==> src/logic/scg_defines.svh <==
// offsets, field positions, reset values and timing counts of the clock block
`ifndef SCG_DEFINES_SVH
`define SCG_DEFINES_SVH

// write register addresses
`define SCG_OFS_AUX1_PLL 8'hab
`define SCG_OFS_AUX1_REF 8'hac
`define SCG_OFS_AUX2_PLL 8'had
`define SCG_OFS_AUX2_REF 8'hae

// pll config fields
`define SCG_PLL_MAIN_LSB 0
`define SCG_PLL_MAIN_MSB 9
`define SCG_PLL_VCO_LSB 10
`define SCG_PLL_VCO_MSB 15
// ref config fields, bits 12:9 reserved
`define SCG_REF_DIV_LSB 0
`define SCG_REF_DIV_MSB 8
`define SCG_REF_ROUTE_LSB 13
`define SCG_REF_ROUTE_MSB 14
`define SCG_REF_PSAVE_BIT 15

// reset values: output one bypassed and running, output two powersaved
`define SCG_PLL_CFG_RST 16'h0428
`define SCG_AUX1_REF_RST 16'h20c8
`define SCG_AUX2_REF_RST 16'h80c8

// clock setting entries
`define SCG_SET_ENTRIES 9
`define SCG_SET_SRC_IDX 4

// timing
`define SCG_CORE_KHZ 50000
`define SCG_CLK_PERIOD_NS 20
`define SCG_XTAL_MAX_KHZ 12288
`define SCG_EXT_MAX_KHZ 24576
`define SCG_MAIN_TX_KHZ 24576
`define SCG_MAIN_RX_KHZ 49152
`define SCG_REF_DEFAULT_KHZ 19200
`define SCG_SVC_LATENCY_US 250
`define SCG_RATE_WIN_NS 10000
`define SCG_RATE_WIN_CYC (`SCG_RATE_WIN_NS / `SCG_CLK_PERIOD_NS)
`define SCG_NCO_BITS 24

`endif

==> src/logic/scg_pkg.sv <==
// types shared by the clock generator files
`default_nettype none
package scg_pkg;
  typedef enum logic [1:0] {
    SCG_ROUTE_PLL = 2'h0,
    SCG_ROUTE_PASS = 2'h1,
    SCG_ROUTE_LOW = 2'h2,
    SCG_ROUTE_RSVD = 2'h3
  } scg_route_e;
  typedef logic [15:0] scg_word_t;
endpackage : scg_pkg
`default_nettype wire

==> src/logic/scg_aux_pll.sv <==
// one auxiliary clock synthesiser: ref divider, period lock, fractional nco
`timescale 1ns/100ps
`default_nettype none
module scg_aux_pll (
  // clock and reset
  input wire logic core_clk_i,
  input wire logic sys_rst_i,
  // reference
  input wire logic ref_tick_i,
  input wire logic crystal_input_i,
  // settings
  input wire logic [8:0] ref_div_i,
  input wire logic [9:0] main_div_i,
  input wire logic [5:0] vco_div_i,
  input wire scg_pkg::scg_route_e route_i,
  input wire logic powersave_i,
  // clock out
  output logic clk_o
);
  import scg_pkg::*;

  logic [8:0] rcnt_q;
  logic pfd_q;
  logic [15:0] pcnt_q;
  logic [15:0] period_q;
  logic [23:0] acc_q;
  logic [23:0] acc_sum;
  logic [23:0] thr;
  logic run;

  // divided reference, nominally the 96 kHz comparison rate
  always_ff @(posedge core_clk_i)
  begin
    if (sys_rst_i || powersave_i)
    begin
      rcnt_q <= 9'h000;
      pfd_q <= 1'b0;
    end
    else if (ref_tick_i && (rcnt_q + 9'h001 >= ref_div_i))
    begin
      rcnt_q <= 9'h000;
      pfd_q <= 1'b1;
    end
    else
    begin
      rcnt_q <= rcnt_q + 9'(ref_tick_i);
      pfd_q <= 1'b0;
    end
  end

  // lock onto the comparison period in core cycles; saturates if too slow
  always_ff @(posedge core_clk_i)
  begin
    if (sys_rst_i || powersave_i)
    begin
      pcnt_q <= 16'h0000;
      period_q <= 16'h0000;
    end
    else if (pfd_q)
    begin
      pcnt_q <= 16'h0001;
      period_q <= pcnt_q;
    end
    else if (pcnt_q != 16'hffff)
    begin
      pcnt_q <= pcnt_q + 16'h0001;
    end
  end

  // f_out = f_ref / ref_div * main_div / vco_div, two edges per cycle
  assign run = !powersave_i && route_i == SCG_ROUTE_PLL && period_q != 16'h0;
  assign acc_sum = acc_q + {13'h0000, main_div_i, 1'b0};
  assign thr = 24'(period_q) * 24'((vco_div_i == 6'h00) ? 6'h01 : vco_div_i);

  always_ff @(posedge core_clk_i)
  begin
    if (sys_rst_i || !run)
      acc_q <= 24'h000000;
    else if (acc_sum >= thr)
      acc_q <= acc_sum - thr;
    else
      acc_q <= acc_sum;
  end

  // each output stops on its own powersave
  always_ff @(posedge core_clk_i)
  begin
    if (sys_rst_i || powersave_i)
      clk_o <= 1'b0;
    else if (route_i == SCG_ROUTE_PASS)
      clk_o <= crystal_input_i;
    else if (run && acc_sum >= thr)
      clk_o <= !clk_o;
    else if (!run)
      clk_o <= 1'b0;
  end
endmodule : scg_aux_pll
`default_nettype wire

==> src/logic/scg_top.sv <==
// clock generation unit: reference check, main nco, dividers, aux clocks
`timescale 1ns/100ps
`default_nettype none
`include "scg_defines.svh"
module scg_top #(
  parameter logic [15:0] ADC_DIV = 16'h0028,
  parameter logic [15:0] DAC_DIV = 16'h0028,
  parameter logic [15:0] TIMER_DIV = 16'(`SCG_SVC_LATENCY_US *
    `SCG_REF_DEFAULT_KHZ / 1000),
  parameter logic [15:0] DSP_DIV = 16'h0002,
  parameter logic [3:0] SRC_SEL = 4'h9
) (
  // clock and reset
  input wire logic core_clk_i,
  input wire logic sys_rst_i,
  // reference pin and modes
  input wire logic crystal_input_i,
  input wire logic ext_ref_i,
  input wire logic rx_mode_i,
  input wire logic idle_i,
  // register writes from the host serial bus
  input wire logic wr_en_i,
  input wire logic [7:0] wr_addr_i,
  input wire scg_pkg::scg_word_t wr_data_i,
  // clock setting entries
  input wire logic clk_set_wr_i,
  input wire logic [3:0] clk_set_idx_i,
  input wire scg_pkg::scg_word_t clk_set_data_i,
  // clocks and status
  output logic main_tick_o,
  output logic adc_tick_o,
  output logic dac_tick_o,
  output logic timer_tick_o,
  output logic dsp_tick_o,
  output logic bus_service_o,
  output logic ref_rate_fault_o,
  output logic aux_clock_out_one_o,
  output logic aux_clock_out_two_o
);
  import scg_pkg::*;

  localparam int NDIV = 4;
  localparam logic [15:0] XTAL_LIM =
    16'(`SCG_XTAL_MAX_KHZ * `SCG_RATE_WIN_NS / 1000000);
  localparam logic [15:0] EXT_LIM =
    16'(`SCG_EXT_MAX_KHZ * `SCG_RATE_WIN_NS / 1000000);
  localparam logic [15:0] WIN_LAST = 16'(`SCG_RATE_WIN_CYC - 1);

  function automatic logic [23:0] nco_inc(input int khz);
    nco_inc = 24'((64'(khz) << `SCG_NCO_BITS) / 64'(`SCG_CORE_KHZ));
  endfunction : nco_inc

  function automatic logic hit(input logic [7:0] ofs);
    hit = wr_en_i && wr_addr_i == ofs;
  endfunction : hit

  localparam logic [23:0] TX_INC = nco_inc(`SCG_MAIN_TX_KHZ);
  localparam logic [23:0] RX_INC = nco_inc(`SCG_MAIN_RX_KHZ);

  logic xtal_q;
  logic ref_tick;
  logic [15:0] win_q;
  logic [15:0] edges_q;
  logic [24:0] nco_sum;
  logic [23:0] nco_q;
  logic [15:0] div_set_q [NDIV];
  logic [3:0] src_q;
  logic [15:0] div_cnt_q [NDIV];
  logic [NDIV-1:0] div_tick;
  scg_word_t pll_cfg_q [2];
  scg_word_t ref_cfg_q [2];
  logic [1:0] aux_clk;

  // the crystal pin carries either the oscillator or an external clock
  always_ff @(posedge core_clk_i)
  begin
    if (sys_rst_i)
      xtal_q <= 1'b0;
    else
      xtal_q <= crystal_input_i;
  end
  assign ref_tick = crystal_input_i && !xtal_q;

  // count reference edges per window against the source's limit
  always_ff @(posedge core_clk_i)
  begin
    if (sys_rst_i)
    begin
      win_q <= 16'h0000;
      edges_q <= 16'h0000;
      ref_rate_fault_o <= 1'b0;
    end
    else if (win_q == WIN_LAST)
    begin
      win_q <= 16'h0000;
      edges_q <= 16'h0000;
      ref_rate_fault_o <= edges_q > (ext_ref_i ? EXT_LIM : XTAL_LIM);
    end
    else
    begin
      win_q <= win_q + 16'h0001;
      edges_q <= edges_q + 16'(ref_tick);
    end
  end

  // main clock as an nco; carry marks each main clock cycle
  assign nco_sum = {1'b0, nco_q} + {1'b0, rx_mode_i ? RX_INC : TX_INC};
  always_ff @(posedge core_clk_i)
  begin
    if (sys_rst_i)
    begin
      nco_q <= 24'h000000;
      main_tick_o <= 1'b0;
    end
    else
    begin
      nco_q <= nco_sum[23:0];
      main_tick_o <= nco_sum[24];
    end
  end

  // clock setting entries: dividers 0..3, then source select
  always_ff @(posedge core_clk_i)
  begin
    if (sys_rst_i)
    begin
      div_set_q[0] <= ADC_DIV;
      div_set_q[1] <= DAC_DIV;
      div_set_q[2] <= TIMER_DIV;
      div_set_q[3] <= DSP_DIV;
      src_q <= SRC_SEL;
    end
    else if (clk_set_wr_i && clk_set_idx_i < 4'(NDIV))
      div_set_q[clk_set_idx_i[1:0]] <= clk_set_data_i;
    else if (clk_set_wr_i && clk_set_idx_i == 4'(`SCG_SET_SRC_IDX))
      src_q <= clk_set_data_i[NDIV-1:0];
  end

  // src bit high: divide main clock, low: divide reference
  for (genvar i = 0; i < NDIV; i++)
  begin : g_div
    logic src_tick;
    assign src_tick = src_q[i] ? main_tick_o : ref_tick;
    assign div_tick[i] = src_tick &&
      (div_cnt_q[i] + 16'h0001 >= div_set_q[i]);
    always_ff @(posedge core_clk_i)
    begin
      if (sys_rst_i || div_tick[i])
        div_cnt_q[i] <= 16'h0000;
      else if (src_tick)
        div_cnt_q[i] <= div_cnt_q[i] + 16'h0001;
    end
  end

  always_ff @(posedge core_clk_i)
  begin
    if (sys_rst_i)
    begin
      adc_tick_o <= 1'b0;
      dac_tick_o <= 1'b0;
      timer_tick_o <= 1'b0;
      dsp_tick_o <= 1'b0;
    end
    else
    begin
      adc_tick_o <= div_tick[0];
      dac_tick_o <= div_tick[1];
      timer_tick_o <= div_tick[2];
      dsp_tick_o <= div_tick[3];
    end
  end

  // idle: bus only serviced on timer ticks, so latency tracks its divider
  assign bus_service_o = idle_i ? timer_tick_o : 1'b1;

  // write-only aux registers
  always_ff @(posedge core_clk_i)
  begin
    if (sys_rst_i)
    begin
      pll_cfg_q[0] <= `SCG_PLL_CFG_RST;
      pll_cfg_q[1] <= `SCG_PLL_CFG_RST;
      ref_cfg_q[0] <= `SCG_AUX1_REF_RST;
      ref_cfg_q[1] <= `SCG_AUX2_REF_RST;
    end
    else
    begin
      if (hit(`SCG_OFS_AUX1_PLL))
        pll_cfg_q[0] <= wr_data_i;
      if (hit(`SCG_OFS_AUX2_PLL))
        pll_cfg_q[1] <= wr_data_i;
      if (hit(`SCG_OFS_AUX1_REF))
        ref_cfg_q[0] <= wr_data_i;
      if (hit(`SCG_OFS_AUX2_REF))
        ref_cfg_q[1] <= wr_data_i;
    end
  end

  // one synthesiser per output
  for (genvar k = 0; k < 2; k++)
  begin : g_aux
    scg_aux_pll u_pll (
      .core_clk_i(core_clk_i),
      .sys_rst_i(sys_rst_i),
      .ref_tick_i(ref_tick),
      .crystal_input_i(crystal_input_i),
      .ref_div_i(ref_cfg_q[k][`SCG_REF_DIV_MSB:`SCG_REF_DIV_LSB]),
      .main_div_i(pll_cfg_q[k][`SCG_PLL_MAIN_MSB:`SCG_PLL_MAIN_LSB]),
      .vco_div_i(pll_cfg_q[k][`SCG_PLL_VCO_MSB:`SCG_PLL_VCO_LSB]),
      .route_i(scg_route_e'(
        ref_cfg_q[k][`SCG_REF_ROUTE_MSB:`SCG_REF_ROUTE_LSB])),
      .powersave_i(ref_cfg_q[k][`SCG_REF_PSAVE_BIT]),
      .clk_o(aux_clk[k])
    );
  end
  assign aux_clock_out_one_o = aux_clk[0];
  assign aux_clock_out_two_o = aux_clk[1];
endmodule : scg_top
`default_nettype wire

==> config.mk <==
export PLATFORM = sky130hd
export DESIGN_NAME = scg_top
export DESIGN_NICKNAME = d
export VERILOG_FILES = /design/src/logic/scg_pkg.sv /design/src/logic/scg_aux_pll.sv /design/src/logic/scg_top.sv
export VERILOG_INCLUDE_DIRS = /design/src /design/src/logic
export SDC_FILE = /design/constraint.sdc
export NUM_CORES = 1
export LEC_CHECK = 0
export BUFFER_PORTS_ARGS = -buffer_cell sky130_fd_sc_hd__buf_2
export CORE_MARGIN = 8
export CORE_UTILIZATION = 40
export DETAILED_ROUTE_END_ITERATION = 7
export HOLD_SLACK_MARGIN = 0.12
export PLACE_DENSITY_LB_ADDON = 0.12
export SYNTH_ARGS = -nofsm -noshare
export SYNTH_HDL_FRONTEND = slang
export SYNTH_SLANG_ARGS = --single-unit
==> constraint.sdc <==
create_clock -name core_clk_i -period 9.44 [get_ports core_clk_i]
set_input_delay 0.944 -clock core_clk_i [delete_from_list [all_inputs] [get_ports core_clk_i]]
set_output_delay 0.944 -clock core_clk_i [all_outputs]
set_load 0.005 [all_outputs]
==> results.toml, run 1 <==
[critical_path]
critical_path_required_ns = 9.96
crit_fanout = 34
slowest_stage = "a21oi_1"
ff2ff_path_depth = 27
crit_start = "pll_cfg_q[0][11]"
slowest_delay_ns = 0.94
worstPathArrival_ns = 8.58
setup.worst_path.end_class = "flip-flop"
endpoint = "g_aux[0].u_pll.acc_q[18]"
critPathBufInv = 2
r2r-start = "pll_cfg_q[0][11]"
rrSetupSlack_ns = 1.37
path_depth = 27
r2r_end = "g_aux[0].u_pll.acc_q[18]"
start_kind = "flip-flop"
crit_type = "flip-flop to flip-flop"
critPathTopFamily = "compound AO/OA/AOI/OAI gates"

[floorplanning]
coreArea_um2 = 68590
rows = 96
die-area_um2 = 78030
dieHeight_um = 279.3
start_util = 0.4044
die_w_um = 279.3
io_pins = 61

[clock_network]
cts.sinks = 385
clk_pin_slew_ns = 0.06
cts_setup_buffers = 0
clockRootBuffer = "clkbuf_16"
tritoncts = "yes"
ctsResizeCount = 0
cts_hold_buf = 0
clk_latency_ns = 0.59
htreeDepth = 2
cts_buffer_depth = 3
numCtsBuffers = 46

[logic_synthesis]
yosys-top-cells-area = "edfxtp_1, dfxtp_1, ha_1"
ys_types = 80
netlist.area_leader.share = 0.1992
syn_avg_cell_area_um2 = 9.438
async_reset_ff_frac = 0
ys.flop_type = "dfxtp_1"
ys_ff_latch = 385
synth_cells = 2939
synth_edf_count = 184
synth_top_cell_by_area = "edfxtp_1"
synth-warning-count = 0
syn-cell-area_um2 = 27740
synth_nets = 3358
ys_seq_area_frac = 0.3443

[finish]
area_delta_synth_final_pct = 10.53
nNetsFinal = 3416
num-fill-cells = 6667
antenna_cells = 0
final_util = 0.4470
drive_gt1_frac = 0.05898
final_area_um2 = 30660

[grt]
grt_max_degree = 50
grt_pass1_vias = 21001
grt-ovfl-total = 0
grt_pass1_wl_um = 106400
antenna_found_initial = 2
grt_usage = 0.1637

[timing]
fin_tns_setup_ns = 0
hold_viol = 0
tightest_slew_ns = 1.259
hold_ws_ns = 0.4580
grt_setup_unrepaired = "false"
finalCritPeriodShare = 0.8545
setup_viol = 0
period_needed_ns = 8.066
slew_headroom = 0.1569
setup_slack_ns = 1.374
fin_skew_ns = 0.02765
finalMaxSlewViolations = 0
fmax_mhz = 124.0

[status]
outcome = "completed"

[route]
vias_per_cell = 5.123
drc_errors = 0
num_vias = 20316
totalWireLength_um = 63850
route.antenna.remaining_nets = 0
wl_per_cell_um = 16.10
drtIter0Drc = 1066
dr.pass1.iters = 5

[placement]
placed_cell_area_um2 = 29060
dp_slack_ns = 1.455
portBuffers = 60
place.gp.congestion = 0.8462
post-dp-hpwl_um = 49200

[hold_path]
hold_class = "flip-flop to flip-flop"

[run]
max_cap_viol_count = 0

[power_and_ir_drop]
peakVddDrop_v = 0.0001125
power_density_nw_per_um2 = 143.7
p_leak_uw = 0.01349
==> cell usage in the layout (no fill, tap or decap), types with 50 or more instances in the layout <==
cell type  synthesis  layout
dfxtp_1          201     201
inv_1            281     281
a21o_1            67      67
xor2_1           118     118
fa_1             119     119
a21oi_1          121     121
nor2b_1          111     111
ha_1             248     248
edfxtp_1         184     184
xnor2_1          136     136
nand3_1          108     108
and2_1           228     228
buf_2              4      60
nand2_1          165     165
mux2i_1           50      50
o21ai_0           67      66
nor2_1           262     262
==> cell type report <==
cell class / count / area, µm² / area share
clock buffers: 57 / 1244 / 0.04056
flip-flops and latches: 385 / 9549 / 0.3115
inverters: 281 / 1055 / 0.03440
clock inverters: 29 / 352.8 / 0.01151
repair buffers: 73 / 397.9 / 0.01298
well taps: 931 / 1165 / 0.03799
multi-input cells: 2210 / 16900 / 0.5511
==> cell usage after synthesis, types with 7 or more instances <==
| library cell | instances |
|---|---|
| nor3_1 | 42 |
| inv_1 | 281 |
| ha_1 | 248 |
| fa_1 | 119 |
| nand4_1 | 34 |
| dfxtp_1 | 201 |
| nand3_1 | 108 |
| nand2_1 | 165 |
| and3_1 | 40 |
| nor4_1 | 25 |
| o31ai_1 | 8 |
| o311a_1 | 21 |
| o211ai_1 | 7 |
| or3_1 | 19 |
| a21oi_1 | 121 |
| clkbuf_1 | 53 |
| mux2i_1 | 50 |
| o31a_1 | 8 |
| nand2b_1 | 41 |
| a31oi_1 | 9 |
| o21bai_1 | 13 |
| o21a_1 | 13 |
| edfxtp_1 | 184 |
| o21ai_0 | 67 |
| a21o_1 | 67 |
| a211oi_1 | 18 |
| nor2b_1 | 111 |
| xnor2_1 | 136 |
| and4_1 | 8 |
| nor2_1 | 262 |
| and2_1 | 228 |
| xor2_1 | 118 |
| or2_2 | 13 |
==> worst register-to-register path, delay by kind of cell, from the launching register on <==
| kind | cells | cell delay, ns |
|---|---|---|
| AO/OA/AOI/OAI | 13 | 3.63 |
| XOR/XNOR | 1 | 0.17 |
| adder cells (fa/ha/maj) | 5 | 2.11 |
| buffers and inverters | 2 | 0.40 |
| flip-flops | 1 | 0.66 |
| AND/OR/NAND/NOR | 6 | 1.03 |
==> routing by layer <==
metal | wire [µm] | global-route usage | vias up
li1 | - | - | 10185
met1 | 29710 | 0.2146 | 9761
met2 | 30250 | 0.2815 | 274
met3 | 2366 | 0.02355 | 94
met4 | 1521 | 0.04265 | 2
met5 | 7 | 0 | -
==> state kept, by name, indices dropped and copies added (netlist names), 16 cells and up <==
name	count
g_aux.u_pll.acc_q	48
win_q	16
g_aux.u_pll.rcnt_q	18
div_cnt_q	64
g_aux.u_pll.pcnt_q	32
edges_q	16
div_set_q	64
g_aux.u_pll.period_q	32
ref_cfg_q	24
pll_cfg_q	32
nco_q	24
==> power breakdown <==
| group | switching (µW) | leakage (µW) | internal, µW |
|---|---|---|---|
| clock | 744 | 0.000786 | 1130 |
| sequential | 78.9 | 0.00347 | 1870 |
| combinational | 333 | 0.00924 | 251 |
| total | 1160 | 0.0135 | 3250 |
==> logic make-up after synthesis <==
logic type | after synthesis | synth area share
flip-flops | 385 | 0.3443
XOR/XNOR | 254 | 0.08020
AND/OR/NAND/NOR | 1122 | 0.2105
multiplexers | 50 | 0.01804
buffers and inverters | 344 | 0.04727
AO/OA/AOI/OAI | 417 | 0.1019
adder cells (fa/ha/maj) | 367 | 0.1978
==> stage by stage <==
| step | total power, µW | std cells |
|---|---|---|
| after global routing | 4626 | 3966 |
| final | 4404 | 3966 |
| after floorplan | 2404 | 2939 |
| after global placement | 2546 | 3880 |
| after detailed placement | 2565 | 3880 |
| after CTS | 4475 | 3966 |
==> worst min path at each step <==
| stage | start | endpoint | slack, ns | cells after the start |
|---|---|---|---|---|
| 2_1_floorplan | win_q[0] | win_q[0] | 0.43 | 1 |
| 3_3_place_gp | win_q[0] | win_q[0] | 0.45 | 1 |
| 3_5_place_dp | win_q[0] | win_q[0] | 0.45 | 1 |
| 4_1_cts | win_q[0] | win_q[0] | 0.47 | 1 |
| 5_1_grt | win_q[0] | win_q[0] | 0.49 | 1 |
| 6_report | win_q[0] | win_q[0] | 0.46 | 1 |
No activity file was read; power rests on OpenSTA's default activity.
==> run 2, diff against run 1 <==
- BUFFER_PORTS_ARGS: -buffer_cell sky130_fd_sc_hd__buf_2 -> unset
- DONT_BUFFER_PORTS: unset -> 1
==> results.toml, run 2 (synthesized netlist as in run 1, its figures left out) <==
[status]
outcome = "completed"

[power_and_ir_drop]
fin_total_pwr_uw = 4398
pwr-share-comb = 0.127
intPower_uw = 3225
p_sw_frac = 0.2667
power_density_nw_per_um2 = 144.5
pwr-share-clk = 0.430
p_switching_uw = 1173
p_seq_frac = 0.443
peakVddDrop_v = 0.0001034
p_leak_uw = 0.01326

[hold_path]
hold_class = "input pin to flip-flop"
whs_endpoint = "src_q[2]"
hold_depth = 1
hold_start = "sys_rst_i"

[finish]
nNetsFinal = 3358
area_delta_synth_final_pct = 9.712
num-fill-cells = 6608
multiInputGateArea_um2 = 16910
final_util = 0.4437
layout_common_cells = "inv_1, nor2_1, ha_1"
layout_commonest_cell = "inv_1"
regArea_um2 = 9549
reg_top3 = "div_cnt_q x64, div_set_q x64, g_aux.u_pll.acc_q x48"
drive_gt1_frac = 0.04265

[critical_path]
worstPathArrival_ns = 8.26
slowest_delay_ns = 0.61
slowest_stage = "o41ai_1"
crit_type = "flip-flop to flip-flop"
crit_fanout = 25
start_kind = "flip-flop"
crit_start = "pll_cfg_q[0][11]"
setup.worst_path.end_class = "flip-flop"
ff2ff_path_depth = 28
critical_path_required_ns = 9.95
rrSetupSlack_ns = 1.69
r2r_end = "g_aux[0].u_pll.acc_q[18]"
r2r-start = "pll_cfg_q[0][11]"

[floorplanning]
io_pins = 61
die_w_um = 279.3
coreArea_um2 = 68590
start_util = 0.4044
dieHeight_um = 279.3
die-area_um2 = 78030
rows = 96

[timing]
fmax_mhz = 129.1
setup_viol = 0
finalMaxSlewViolations = 0
grt_setup_unrepaired = "false"
slew_headroom = 0.2097
hold_viol = 0
tightest_slew_ns = 1.178
fin_tns_setup_ns = 0
period_needed_ns = 7.746
finalCritPeriodShare = 0.8206
fin_skew_ns = 0.01961
setup_slack_ns = 1.694

[route]
drtIter0Drc = 1131
num_vias = 20183
route.antenna.remaining_nets = 0
drc_errors = 0
totalWireLength_um = 65540
wl_per_cell_um = 16.72
dr.pass1.iters = 5
vias_per_cell = 5.150

[placement]
portBuffers = 0
place.gp.congestion = 0.8456
dp_slack_ns = 1.711
post-dp-hpwl_um = 49700

[run]
max_cap_viol_count = 0

[grt]
grt_pass1_wl_um = 108500
grt_pass1_vias = 20632
grt_usage = 0.1686
antenna_found_initial = 9
grt-ovfl-total = 0
grt_max_degree = 57

[clock_network]
cts_hold_buf = 0
htreeDepth = 2
cts.sinks = 385
ctsResizeCount = 0
clk_pin_slew_ns = 0.06
clockRootBuffer = "clkbuf_16"
clk_latency_ns = 0.60
numCtsBuffers = 47
tritoncts = "yes"
cts_setup_buffers = 0
cts_buffer_depth = 3
run 2: cell types whose count changed in the layout (fill, tap and decap cells not counted), moves of 3 or more:
cell | previous run | this run
buf_2 | 60 | 0
diode_2 | 0 | 10
clkbuf_8 | 3 | 11
clkinv_1 | 9 | 2
bufinv_16 | 7 | 2
clkbuf_16 | 47 | 50
clkinv_2 | 10 | 7
run 2: worst max-delay path, delay by kind of cell, from the launching register on:
family / cells / cell delay (ns)
compound gates: 13 / 2.76
xor+xnor: 1 / 0.17
fa+ha+maj: 5 / 2.12
buf+inv: 3 / 0.60
flops: 1 / 0.60
simple gates: 6 / 1.38
run 2: metrics by stage:
stage	area, µm²	instances	hold slack (ns)
2_1_floorplan	27740	2939	0.4295
3_3_place_gp	28780	3821	0.4447
3_5_place_dp	28780	3821	0.4625
4_1_cts	30410	3909	0.3918
5_1_grt	30430	3917	0.3973
6_report	30430	3919	0.4429
run 2: per-layer routing:
metal	track usage	routed length, µm
met1	0.2211	30670
met2	0.2784	30070
met3	0.03412	2924
met4	0.05267	1829
met5	0	48
run 2: worst max path at each step:
stage | to | slack (ns) | cells after the start
final | g_aux[0].u_pll.acc_q[18] | 1.69 | 28
after floorplan | g_aux[1].u_pll.acc_q[11] | 2.77 | 29
after global routing | g_aux[0].u_pll.acc_q[18] | 1.01 | 28
after detailed placement | g_aux[0].u_pll.acc_q[14] | 1.71 | 28
after global placement | g_aux[1].u_pll.clk_o | 1.91 | 29
after CTS | g_aux[0].u_pll.acc_q[14] | 1.68 | 28
run 2: cell type report:
type,count,share of cell area
Timing Repair Buffer,14,0.003454
Tap cell,931,0.03828
Sequential cell,385,0.3138
Clock inverter,18,0.006291
Clock buffer,70,0.04720
Multi-Input combinational cell,2210,0.5555
Inverter,281,0.03466
Antenna cell,10,0.0008223
run 2: power by group through the flow:
stage	clock network [µW]	registers (µW)	logic [µW]
floorplan	0	1950	452
global placement	0	1980	543
detailed placement	0	1980	559
CTS	1960	1950	563
global route	2020	1960	636
finish	1890	1950	559
